==> config.mk <==
export PLATFORM = sky130hd
export DESIGN_NAME = serial_ir_interrupt_event_unit
export DESIGN_NICKNAME = d
export VERILOG_FILES = /design/src/design/irq_event_pkg.sv /design/src/design/serial_ir_interrupt_event_unit.sv
export SDC_FILE = /design/constraint.sdc
export NUM_CORES = 1
export LEC_CHECK = 0
export ABC_AREA = 1
export CAP_MARGIN = 5
export CORE_UTILIZATION = 60
export CTS_BUF_LIST = sky130_fd_sc_hd__clkbuf_8
export DETAILED_ROUTE_END_ITERATION = 6
export DONT_BUFFER_PORTS = 1
export PLACE_DENSITY = 0.76
export SLEW_MARGIN = 0
export SYNTH_ARGS = -nofsm -noshare
export SYNTH_HDL_FRONTEND = slang
export SYNTH_SLANG_ARGS = --single-unit
==> constraint.sdc <==
create_clock -name clk_i -period 3.6 [get_ports clk_i]
set_input_delay 0.18 -clock clk_i [delete_from_list [all_inputs] [get_ports clk_i]]
set_output_delay 0.18 -clock clk_i [all_outputs]
set_load 0.02 [all_outputs]
==> src/design/irq_event_pkg.sv <==
// irq_event_pkg: constants and carriers for the serial interrupt event unit
// assumes a classic wishbone slave with 32-bit data, one word per register
package irq_event_pkg;

  // ==========================================================================
  // register map (byte addresses)
  localparam logic [3:0] addr_enable_c   = 4'h4;
  localparam logic [3:0] addr_event_c    = 4'h8;
  localparam logic [3:0] addr_mode_c     = 4'hc;

  // ==========================================================================
  // field layout
  localparam int rx_bit_c      = 0;
  localparam int tx_bit_c      = 1;
  localparam int line_bit_c    = 2;
  localparam int modem_bit_c   = 3;
  localparam int dma_bit_c     = 4;
  localparam int empty_bit_c   = 5;
  localparam logic [7:0] ier_legacy_mask_c = 8'h0f;
  localparam logic [7:0] ier_ext_mask_c    = 8'h3f;
  localparam logic [7:0] ier_reset_c       = 8'h00;

  // priority codes, bits 3..0
  localparam logic [3:0] code_none_c    = 4'h1;
  localparam logic [3:0] code_line_c    = 4'h6;
  localparam logic [3:0] code_rx_c      = 4'h4;
  localparam logic [3:0] code_timeout_c = 4'hc;
  localparam logic [3:0] code_tx_c      = 4'h2;
  localparam logic [3:0] code_modem_c   = 4'h0;
  localparam logic [1:0] fifos_on_c     = 2'h3;

  // tx threshold levels for codes 00..11
  localparam logic [4:0] tx_level_0_c = 5'h01;
  localparam logic [4:0] tx_level_1_c = 5'h03;
  localparam logic [4:0] tx_level_2_c = 5'h09;
  localparam logic [4:0] tx_level_3_c = 5'h0d;

  // timeout: four character times
  localparam int char_times_c = 4;

  // ==========================================================================
  // carriers
  typedef struct packed {
    logic       cyc;
    logic       stb;
    logic       we;
    logic [3:0] sel;
    logic [3:0] adr;
    logic [31:0] dat;
  } wb_req_t;

  typedef struct packed {
    logic       rx_full;       // holding reg full or level at/above threshold
    logic       rx_char_held;  // at least one char in receiver
    logic       rx_activity;   // char entered or left the rx fifo
    logic       char_tick;     // one pulse per character time
    logic [4:0] tx_level;      // tx fifo content
    logic       thr_empty;     // holding register / fifo empty
    logic       tx_idle;       // transmitter and fifo empty
    logic       line_err;      // parity, framing, overrun or break pulse
    logic       tx_underrun;   // consumer infrared underrun pulse
    logic       modem_change;  // cts/dsr/dcd change or ri rise pulse
    logic       dma_count;     // dma terminal count pulse
  } src_t;

  typedef struct packed {
    logic rd_rx_data;
    logic wr_tx_data;
    logic rd_line_status;
    logic rd_modem_status;
  } port_access_t;

endpackage

==> src/design/serial_ir_interrupt_event_unit.sv <==
// serial_ir_interrupt_event_unit: interrupt enable and event identification
// assumes sources are synchronous pulses/levels from the serial core
// assumes acc_i pulses mark the core's own register accesses
// assumes the bus master holds a request until it sees ack
//
// Functional notes
// - reset gives legacy layout, enables cleared
// - bit0 gates rx level and timeout
// - bit1 gates tx low level code 0010
// - bit2 gates line status code 0110
// - bit3 gates modem status code 0000
// - extended bit0 rx threshold or timeout
// - extended bit1 tx below threshold or empty
// - extended bit4 dma count when dma on
// - extended bit5 tx idle; bits 7,6 reserved
// - infrared bit2 also gates tx underrun
// - read gives events, write gives fifo control
// - legacy mode shows highest of four priorities
// - bit0 low when pending, idle reads 0001
// - timeout bit only with fifos enabled or infrared on
// - bits 7,6 show fifo enable, 5,4 zero
// - line status highest, cleared by status read
// - rx level second, cleared by read/drop
// - timeout after four idle character times
// - tx low third, cleared by event read or tx data write
// - modem lowest, cleared by modem status read
// - extended flags individual, event read clears dma only with legacy_dma_i high
// - rx/tx flags follow fifo use
// - upper enable bits only in extended mode
// - tx threshold levels 1,3,9,13
`timescale 1ns/1ps
module serial_ir_interrupt_event_unit (
  input  wire logic                        clk_i,
  input  wire logic                        rst_i,
  input  wire logic                        cyc_i,
  input  wire logic                        stb_i,
  input  wire logic                        we_i,
  input  wire logic [3:0]                  sel_i,
  input  wire logic [3:0]                  adr_i,
  input  wire logic [31:0]                 dat_i,
  output logic      [31:0]                 dat_o,
  output logic                             ack_o,
  input  wire irq_event_pkg::src_t         src_i,
  input  wire irq_event_pkg::port_access_t acc_i,
  input  wire logic                        legacy_dma_i,
  output logic      [7:0]                  fifo_control_o,
  output logic                             fifo_control_wr_o,
  output logic                             irq_o
);
  import irq_event_pkg::*;

  // ==========================================================================
  // state
  typedef struct packed {
    logic [7:0]  interrupt_enable;
    logic [7:0]  fifo_control;
    logic        extended_select;
    logic        infrared;
    logic        dma_on;
    logic        tx_dir;
    logic        line_ev;
    logic        tx_ev;
    logic        tx_low_q;
    logic        modem_ev;
    logic        dma_ev;
    logic        timeout_ev;
    logic [2:0]  idle_chars;
    logic [31:0] rdata;
    logic        ack;
    logic        fcr_wr;
  } state_t;

  state_t r;
  state_t next_r;

  function automatic logic [4:0] tx_threshold(input logic [1:0] code);
    unique case (code)
      2'b00: tx_threshold = tx_level_0_c;
      2'b01: tx_threshold = tx_level_1_c;
      2'b10: tx_threshold = tx_level_2_c;
      default: tx_threshold = tx_level_3_c;
    endcase
  endfunction

  // register select on the byte address
  function automatic logic reg_hit(input logic [3:0] adr,
                                   input logic [3:0] base);
    reg_hit = (adr == base);
  endfunction

  // ==========================================================================
  // mode view
  logic       legacy_mode;
  logic       ir_transmit;

  always_comb begin
    legacy_mode = ~r.extended_select;
    // consumer infrared reports an underrun only while it transmits
    ir_transmit = r.infrared & r.tx_dir;
  end

  // ==========================================================================
  // bus decode
  logic       bus_take;
  logic       bus_read;

  always_comb begin
    // ack in flight blocks a second take of a request that is still held
    bus_take = cyc_i & stb_i & ~r.ack;
    bus_read = bus_take & ~we_i;
  end

  // ==========================================================================
  // event view
  logic       fifo_en;
  logic       rx_flag;
  logic       tx_low;
  logic       empty_flag;
  logic [7:0] pend;
  logic [7:0] enab;
  logic [7:0] legacy_eir;
  logic [7:0] ext_eir;
  logic [7:0] eir_view;
  logic [3:0] code;
  logic       req;
  logic       rd_event;
  logic [7:0] wr_byte;

  always_comb begin
    fifo_en    = r.fifo_control[0] | r.infrared;
    tx_low     = fifo_en
                 ? (src_i.tx_level < tx_threshold(r.fifo_control[5:4]))
                 : src_i.thr_empty;
    rx_flag    = src_i.rx_full | (fifo_en & r.timeout_ev);
    empty_flag = src_i.tx_idle;
    // extended flags set regardless of enables
    pend = 8'h00;
    pend[rx_bit_c]    = rx_flag;
    pend[tx_bit_c]    = r.tx_ev;
    pend[line_bit_c]  = r.line_ev;
    pend[modem_bit_c] = r.modem_ev;
    pend[dma_bit_c]   = r.dma_ev;
    pend[empty_bit_c] = empty_flag;
    ext_eir = pend;
    enab = r.interrupt_enable;
    enab[dma_bit_c] = r.interrupt_enable[dma_bit_c] & r.dma_on;
    // legacy priority encoder
    if (r.line_ev && r.interrupt_enable[line_bit_c]) begin
      code = code_line_c;
    end else if (fifo_en && r.timeout_ev && r.interrupt_enable[rx_bit_c]) begin
      code = code_timeout_c;
    end else if (src_i.rx_full && r.interrupt_enable[rx_bit_c]) begin
      code = code_rx_c;
    end else if (r.tx_ev && r.interrupt_enable[tx_bit_c]) begin
      code = code_tx_c;
    end else if (r.modem_ev && r.interrupt_enable[modem_bit_c]) begin
      code = code_modem_c;
    end else begin
      code = code_none_c;
    end
    legacy_eir = {(r.fifo_control[0] ? fifos_on_c : 2'h0), 2'h0, code};
    eir_view   = r.extended_select ? ext_eir : legacy_eir;
    rd_event   = bus_read & reg_hit(adr_i, addr_event_c);
    wr_byte    = dat_i[7:0];
  end

  // ==========================================================================
  // flag causes
  logic       line_set;
  logic       line_clr;
  logic       modem_set;
  logic       modem_clr;
  logic       tx_set;
  logic       tx_clr;
  logic       dma_set;
  logic       dma_clr;
  logic       idle_restart;
  logic       idle_count;
  logic       timeout_set;
  logic       timeout_clr;

  always_comb begin
    line_set     = src_i.line_err
                   | (ir_transmit & src_i.tx_underrun);
    line_clr     = acc_i.rd_line_status;
    modem_set    = src_i.modem_change;
    modem_clr    = acc_i.rd_modem_status;
    // tx low is raised on entry to the low level, so the read that
    // clears it in legacy mode does not see it return at once
    tx_set       = tx_low & (~r.tx_low_q | r.extended_select)
                   & ~acc_i.wr_tx_data;
    tx_clr       = acc_i.wr_tx_data
                   | (rd_event & legacy_mode & (code == code_tx_c))
                   | (r.extended_select & ~tx_low);
    dma_set      = src_i.dma_count;
    dma_clr      = rd_event & r.extended_select & legacy_dma_i;
    idle_restart = ~src_i.rx_char_held | src_i.rx_activity
                   | acc_i.rd_rx_data;
    idle_count   = src_i.char_tick
                   & (r.idle_chars < 3'(char_times_c));
    timeout_set  = src_i.rx_char_held & ~src_i.rx_activity
                   & src_i.char_tick
                   & (r.idle_chars == 3'(char_times_c - 1));
    timeout_clr  = acc_i.rd_rx_data;
  end

  // ==========================================================================
  // interrupt request
  logic [7:0] req_terms;

  always_comb begin
    // legacy mode holds enables 4 and 5 clear, so one sum serves both
    req_terms = pend & enab;
    req       = req_terms != 8'h00;
  end

  // ==========================================================================
  // read back
  logic [31:0] read_word;

  always_comb begin
    // unmapped addresses read zero
    unique case (adr_i)
      addr_enable_c: read_word = {24'h0, r.interrupt_enable};
      addr_event_c:  read_word = {24'h0, eir_view};
      addr_mode_c:   read_word = {28'h0, r.tx_dir, r.dma_on,
                                  r.infrared, r.extended_select};
      default:       read_word = 32'h0000_0000;
    endcase
  end

  // ==========================================================================
  // enable register masks
  logic [7:0] ier_keep;
  logic [7:0] ier_wr_value;
  logic [7:0] ier_mode_value;

  always_comb begin
    // enables 4 and 5 exist only in extended mode; 6 and 7 never do
    ier_keep       = r.extended_select ? ier_ext_mask_c : ier_legacy_mask_c;
    ier_wr_value   = wr_byte & ier_keep;
    // leaving extended mode drops the upper enables at once
    ier_mode_value = r.interrupt_enable & ier_legacy_mask_c;
  end

  // ==========================================================================
  // next state
  always_comb begin
    next_r        = r;
    next_r.ack    = bus_take;
    next_r.fcr_wr = 1'b0;
    next_r.rdata  = 32'h0000_0000;

    // pending flags: a cause in the clearing cycle keeps the flag set, except a tx data write always clears tx
    if (line_clr) begin
      next_r.line_ev = 1'b0;
    end
    if (line_set) begin
      next_r.line_ev = 1'b1;
    end
    if (modem_clr) begin
      next_r.modem_ev = 1'b0;
    end
    if (modem_set) begin
      next_r.modem_ev = 1'b1;
    end
    if (tx_clr) begin
      next_r.tx_ev = 1'b0;
    end
    if (tx_set) begin
      next_r.tx_ev = 1'b1;
    end
    next_r.tx_low_q = tx_low;
    if (dma_clr) begin
      next_r.dma_ev = 1'b0;
    end
    if (dma_set) begin
      next_r.dma_ev = 1'b1;
    end
    if (idle_restart) begin
      next_r.idle_chars = 3'h0;
    end else if (idle_count) begin
      next_r.idle_chars = r.idle_chars + 3'h1;
    end
    if (timeout_clr) begin
      next_r.timeout_ev = 1'b0;
    end
    if (timeout_set) begin
      next_r.timeout_ev = 1'b1;
    end

    // bus access on the request cycle
    if (bus_take) begin
      if (we_i) begin
        if (sel_i[0]) begin
          unique case (adr_i)
            addr_enable_c: begin
              next_r.interrupt_enable = ier_wr_value;
            end
            addr_event_c: begin
              next_r.fifo_control    = wr_byte;
              next_r.fcr_wr = 1'b1;
            end
            addr_mode_c: begin
              next_r.extended_select = wr_byte[0];
              next_r.infrared        = wr_byte[1];
              next_r.dma_on          = wr_byte[2];
              next_r.tx_dir          = wr_byte[3];
              if (!wr_byte[0]) begin
                next_r.interrupt_enable = ier_mode_value;
              end
            end
            default: begin
            end
          endcase
        end
      end else begin
        next_r.rdata = read_word;
      end
    end

    // reset overrides every update above
    if (rst_i) begin
      next_r     = '0;
      next_r.interrupt_enable = ier_reset_c;
    end
  end

  always_ff @(posedge clk_i) begin
    r <= next_r;
  end

  // ==========================================================================
  // outputs
  assign dat_o             = r.rdata;
  assign ack_o             = r.ack;
  assign fifo_control_o    = r.fifo_control;
  assign fifo_control_wr_o = r.fcr_wr;
  assign irq_o             = req;

endmodule

======== After elaboration in Yosys (flattened, before gate mapping) ========
Cells that the tools add are included.
operators by class
  reductions and logical operators ........ 21
  add/sub/neg operators ................... 1
  div/mod/pow operators ................... 0
  equal/unequal tests ..................... 8
  multipliers ............................. 0
  mux-type cells .......................... 24
  bitwise gates (word level) .............. 40
  $lt $le $gt $ge ......................... 2
  shift-type cells ........................ 0
operators with widths
  cell                 count
  $pmux 8 s3           1
  $and 1x1->1          19
  $mux 8               2
  $pmux 8 s2           1
  $mux 1               13
  $pmux 4 s3           1
  $reduce_bool 2->1    6
  $not 1->1            11
  $reduce_and 5->1     2
  $and 6x8->8          1
  $and 8x6->8          1
  $eq 4x4->1 const B   2
  $mux 4               2
  $or 1x1->1           8
  $reduce_and 4->1     2
  $reduce_bool 8->1    1
  $logic_and 1x1->1    6
  $mux 6               1
  $lt 5x5->1           1
  $eq 4x2->1 const B   1
  $eq 4x3->1 const B   1
  $mux 2               2
  $reduce_or 4->1      1
  $add 3x1->3 const B  1
  9 further kinds      9
word-level totals
  memory bits (writable) .................. 0
  memories ................................ 0
  bits in latches ......................... 0
  word-level logic and storage cells ...... 113
  memory bits (read-only) ................. 0
  flip-flop bits (word level) ............. 63

======== Logic depth before layout (Yosys ltp) ========
Gate-level depths: netlist of run 1.
  depth in word-level cells ............... 12
  gate-level depth with buffers ........... 12
  depth with buffers taken out ............ 12

======== Worst setup path before layout of run 1 ========
No wires, ideal clock.
  path kind ............................... reg-to-reg
  start point ............................. register r (netlist bit ack_o)
  end point ............................... register r (netlist bit enab[2])
  data required time ...................... 3480 ps
  setup slack ............................. 2352 ps
  stages on the path, launching flop included .. 8
  period minus slack after synthesis ...... 1248 ps
  data arrival time ....................... 1128 ps
  buffers on the path ..................... 1
  setup time .............................. 120 ps
  cells stage by stage .................... dfxtp_1 inv_1 nand3_2 nor2_4 and2_1 buf_4 o21ai_0 a21oi_1
on the way
  longest elaborated chain between the ends .. 3
ends and longest elaborated chain
  item                               RTL line                               text
  start, declared                    serial_ir_interrupt_event_unit.sv:73   state_t r;
  start signal, assigned             serial_ir_interrupt_event_unit.sv:330  r <= next_r;
  $not 1->1                          serial_ir_interrupt_event_unit.sv:109  bus_take = cyc_i & stb_i & ~r.ack;
  $and 1x1->1                        serial_ir_interrupt_event_unit.sv:109
  $reduce_and 5->1 (no source line)  -
No other way between the ends.
A chain may end at the register's enable or synchronous reset.

======== Worst setup path in the final report of run 1 ========
  start point ............................. register r (netlist bit fifo_control_o[0])
  end point ............................... output port irq_o
on the way
  longest elaborated chain between the ends .. 5
ends and longest elaborated chain
  item               RTL line                               text
  $or 1x1->1         serial_ir_interrupt_event_unit.sv:130  fifo_en = r.fifo_control[0] | r.infrared;
  $and 1x1->1        serial_ir_interrupt_event_unit.sv:134  rx_flag = src_i.rx_full | (fifo_en & r.timeout_ev);
  $or 1x1->1         serial_ir_interrupt_event_unit.sv:134
  $and 6x8->8        serial_ir_interrupt_event_unit.sv:213  req_terms = pend & enab;
  $reduce_bool 8->1  serial_ir_interrupt_event_unit.sv:214  req = req_terms != 8'h00;
  end, declared      serial_ir_interrupt_event_unit.sv:48   output logic irq_o
No other way between the ends.

==> impl_metrics.ini, run 1 <==
[status]
status = finished clean

[routing]
wl_per_cell_um = 12.0
via_per_inst = 4.95
drtIter0Drc = 132
drtAntennaViolNets = 0
drcViolationCount = 0
drtPass1Iterations = 4
routed_wl_mm = 3.73
vias = 1545

[layout]
area_growth_pct = -2.63
diodes = 0
final_area_um2 = 1990
drive_gt1_frac = 0.112
final_util = 0.631
fillers = 293
nets = 337
layout.cells.non_filler = 312

[logic_synthesis]
synth_area_leaders = dfxtp_1 35%, buf_4 15%, nand2_1 9.7%, nor2_1 5.7%, inv_1 5.0%
synth-warning-count = 0
netlist_top_cells_count = 53 x nand2_1, 41 x buf_4, 36 x dfxtp_1
yosys_most_used_dff = dfxtp_1
syn-cell-area_um2 = 2040
synth_most_common_cell = nand2_1
syn_inst = 279
ys_ff_latch = 36
synth_top_area_frac = 0.353
syn_area_per_cell_um2 = 7.33
async_flop_share = 0
yosys.area.top_type = dfxtp_1
synth.distinct_cells = 31
ys_seq_area_frac = 0.353
synth_edf_count = 0

[critical_path]
critical_path.cell_chain = inv_1 -> nand2_1 -> nand3_1 -> nand4_1
worstPathArrival_ns = 1.39
cpPeakStageDelay_ns = 0.47
startpoint_type = flip-flop
r2r_slack_ns = 2.12
critPathLaunch = fifo_control_o[0]$_SDFFE_PP0P_
cp_slowest_cell = dfxtp_1
crit_type = reg2out
end_kind = output port
reg2reg_depth = 12
crit_fanout = 4
r2r-end = ext_eir[1]$_SDFFE_PP0P_
critPathCapture = irq_o
regToRegStartpoint = fifo_control_o[5]$_SDFFE_PP0P_
required_ns = 3.42

[clock_tree]
path_clk_slew_ns = 0.07
insertion_delay_ns = 0.29
ctsResizeCount = 0
root_buffer = clkbuf_8
cts_tree = done
cts_setup_buffers = 0
cts_buffers = 5
htreeDepth = 2
cts_hold_buf = 1
clkSinkCount = 36
clockBufferDepth = 2

[timing]
relSlewSlack = 0.666
worst_pin_slew_ns = 0.501
worst_slack_ns = 2.03
final.setup.tns_ns = 0
rsz0062_at_grt = false
setup_violations = 0
max_freq_ghz = 0.636
min_period_ns = 1.57
fin_skew_ns = 0.00218
period_share = 0.437
final-hold-violation-count = 0
maxSlewViolCount = 0

[power]
ir_drop_mv = 0.259
p_leak_nw = 0.868
powerDensity_nw_per_um2 = 410

[placement]
io_buffer_count = 0
dpl-instance-area_um2 = 1860
gp_congestion = 0.869
dp_slack_ns = 2.13
dp_cells = 302
dp_hpwl_mm = 2.68

[grt]
antenna_found_initial = 0
grt_max_degree = 19
grt_pass1_wl_mm = 6.09
groute.usage.overall = 0.237
overflow = 0
grt_pass1_vias = 1347

[die]
core-area_um2 = 3150
die_y_um = 60.4
ios = 108
start_util = 0.648
row_count = 20
dieArea_um2 = 3650
die_w_um = 60.4

[min_path]
min-delay-start = src_i[0]
min_path_type = in2reg

[flow_run]
drv_cap = 0
[report_power, final]
part | total [mW] | internal (mW) | switching (mW)
Sequential | 0.408 | 0.403 | 0.00458
Combinational | 0.0622 | 0.0142 | 0.0480
Clock | 0.347 | 0.202 | 0.144
Total | 0.817 | 0.620 | 0.197
[how the worst min path moves through the flow]
stage | end | cells past startpoint
3_5_place_dp | ext_eir[2]$_SDFFE_PP0P_ | 1
4_1_cts | ext_eir[3]$_SDFFE_PP0P_ | 2
6_report | ext_eir[4]$_SDFFE_PP0P_ | 2
2_1_floorplan | ext_eir[3]$_SDFFE_PP0P_ | 2
5_1_grt | ext_eir[4]$_SDFFE_PP0P_ | 2
3_3_place_gp | ext_eir[2]$_SDFFE_PP0P_ | 1
[sequential cells by signal, summed over array words and instances (netlist names)]
name	count
fifo_control_wr_o	1
dat_o	7
ack_o	1
enab	5
ext_eir	4
fifo_control_o	8
r	10
[stage by stage]
stage | hold slack, ns | power, mW
global route | 0.00977 | 0.853
detailed placement | 0.253 | 0.475
floorplan | 0.297 | 0.491
global placement | 0.252 | 0.475
finish | 0.0223 | 0.817
CTS | 0.00400 | 0.821
[cells by family (layout without fill, tap and decap cells)]
kind of cell / Yosys count / after routing / synth area share
adders and majority gates: 5 / 5 / 0.0306
xor gates and xnor gates: 1 / 1 / 0.00428
and+or+nand+nor: 107 / 107 / 0.239
DFF: 36 / 36 / 0.353
buffers and inverters: 74 / 40 / 0.218
AOI/OAI and AO/OA: 55 / 55 / 0.154
other: 1 / 24 / 0.00183
[critical path: cells and delay by family (launching register included)]
family        cells  cell delay [ns]
simple gates      3             0.49
flops             1             0.47
buf+inv           1             0.13
[layer usage]
metal / wire length (um) / track usage / share of wire / up-vias
met5: 0 / 0 / 0 / -
met4: 82 / 0.136 / 0.022 / 0
met3: 344 / 0.0832 / 0.092 / 8
met2: 1740 / 0.353 / 0.47 / 70
met1: 1570 / 0.297 / 0.42 / 668
li1: - / - / - / 799
[layout make-up]
| cell class | instances | area [um^2] | area share |
|---|---|---|---|
| clock inverters | 3 | 38.8 | 0.0195 |
| inverters | 30 | 123 | 0.0616 |
| repair buffers | 2 | 20.0 | 0.0101 |
| well taps | 44 | 55.1 | 0.0277 |
| flip-flops and latches | 36 | 721 | 0.362 |
| multi-input cells | 192 | 965 | 0.485 |
| clock buffers | 5 | 68.8 | 0.0346 |
[layout by cell type (no fill, tap or decap), types with 2 or more instances in the layout]
master,n
dfxtp_1,36
nor3_1,3
a21oi_1,20
a31oi_1,2
clkinv_4,2
nand2_1,53
clkbuf_8,5
ha_1,5
conb_1,24
nand2_4,2
nor2_1,31
a21oi_2,8
o21ai_1,8
inv_1,28
nor2_4,3
nand3_1,7
dlygate4sd3_1,2
o21ai_0,15
Power figures use the tool's default switching activity.
==> inputs of run 2 (changes only) <==
CORE_UTILIZATION = 59   (was 60)
PLACE_DENSITY = 0.78   (was 0.76)
clock period = 1.3 ns   (was 3.6 ns; I/O delays follow)
==> impl_metrics.ini, run 2 (synthesis gave the netlist of run 1 again) <==
[die]
core-area_um2 = 3340
die_w_um = 60.9
row_count = 21
ios = 108
dieArea_um2 = 3700
start_util = 0.613
die_y_um = 60.9

[critical_path]
crit_top_cell = nand2_1
startpoint_type = flip-flop
crit_fanout = 3
crit_family = simple AND/OR/NAND/NOR gates
crit_cells = 12
worstPathArrival_ns = 1.57
reg2reg_depth = 12
critical_path_buf_inv_count = 1
end_kind = flip-flop
cp_slowest_cell = dfxtp_2
cpPeakStageDelay_ns = 0.33
required_ns = 1.53
crit_type = reg2reg
critical_path.cell_chain = inv_2 -> nand2_4 -> ha_4 -> nand2_2 -> nand2_2 -> nand2_1 -> nand2_1 -> nand2_1 -> nand2_1 -> nand2_1 -> nand2_1 -> a21oi_1

[timing]
worst_slack_ns = -0.0395
fin_skew_ns = 0.00801
min_period_ns = 1.34
hold-worst-slack_ns = 0.00472
rsz0062_at_grt = true
maxSlewViolCount = 0
period_share = 1.03
final-hold-violation-count = 0
setup_violations = 1
max_freq_ghz = 0.747

[layout]
regMostFlops = r
largest_register_ffs = 10
nets = 370
final_area_um2 = 2370
final_common_cell = nand2_1
area_growth_pct = 16.0
diodes = 0
drive_gt1_frac = 0.206
layout_common_cells = 47 x nand2_1, 30 x nor2_1, 30 x dfxtp_1

[routing]
drtPass1Iterations = 4
drcViolationCount = 0
via_per_inst = 5.01
routed_wl_mm = 4.19
wl_per_cell_um = 12.1
drtAntennaViolNets = 0
vias = 1740
drtIter0Drc = 68

[clock_tree]
cts_tree = done
cts_buffers = 5
insertion_delay_ns = 0.29
root_buffer = clkbuf_8
htreeDepth = 2
clockBufferDepth = 2
clkSinkCount = 36
path_clk_slew_ns = 0.08

[power]
powerDensity_nw_per_um2 = 994
p_leak_nw = 1.03
ir_drop_mv = 0.768

[placement]
io_buffer_count = 0
dp_hpwl_mm = 2.82
gp_congestion = 0.844
dpl-instance-area_um2 = 1930

[grt]
grt_pass1_vias = 1465
overflow = 0
grt_max_degree = 19
grt_pass1_wl_mm = 6.41
groute.usage.overall = 0.237
antenna_found_initial = 0

[flow_run]
drv_cap = 0

[min_path]
min_path_type = in2reg
min_path_cells = 3

[status]
status = finished, violations left
violations = setup timing
[run 2: worst reg2reg max path: cells and delay by family (launching register included)]
kind | cells | cell delay [ns]
buffers and inverters | 1 | 0.08
and+or+nand+nor | 9 | 0.52
AOI/OAI and AO/OA | 1 | 0.12
adders and majority gates | 1 | 0.23
DFF | 1 | 0.33
[run 2: where the power goes]
group          leakage, nW  total, mW  switching, mW  internal, mW
Sequential           0.295       1.13         0.0118          1.12
Clock               0.0541      0.978          0.411         0.567
Combinational        0.686      0.250          0.154        0.0956
[run 2: what timing repair did]
item,CTS,global route
resized for setup,1,25
hold buffers,24,0
setup endpoints to repair,1,15
hold endpoints to repair,27,0
pin swaps,1,12
buffers inserted,0,2
[run 2: area by class of cell]
cell class	count	area, um^2
multi-input combinational	192	1020
fill	274	966
sequential	36	728
timing repair buffer	35	329
inverter	30	123
clock buffer	5	68.8
tap	46	57.6
clock inverter	3	42.5
[run 2: path summary, 6_finish.rpt]
kind                                  startpoint  slack [ns]                 endpoint
hold / removal                              we_i       0.005      dat_o[1]$_SDFF_PP0_
setup / recovery  fifo_control_o[5]$_SDFFE_PP0P_       -0.04  ext_eir[1]$_SDFFE_PP0P_
hold reg to reg               r[35]$_SDFFE_PP0P_        0.48       r[35]$_SDFFE_PP0P_
setup reg to reg  fifo_control_o[5]$_SDFFE_PP0P_       -0.04  ext_eir[1]$_SDFFE_PP0P_
[run 2: routing by layer]
layer / wire [um] / GRT usage
met1: 1710 / 0.282
met3: 302 / 0.0874
met4: 72 / 0.0844
met5: 0 / 0
met2: 2110 / 0.394
[run 2: per-stage QoR]
step                total power, mW   util  cells  setup TNS [ns]  setup WS [ns]
global placement               1.32  0.579    313               0         0.0253
CTS                            2.36  0.685    345               0        0.00673
global route                   2.46  0.711    347          -0.353         -0.226
finish                         2.36  0.711    347         -0.0395        -0.0395
detailed placement             1.32  0.579    313               0        0.00780
floorplan                      1.36      -    302               0         0.0516
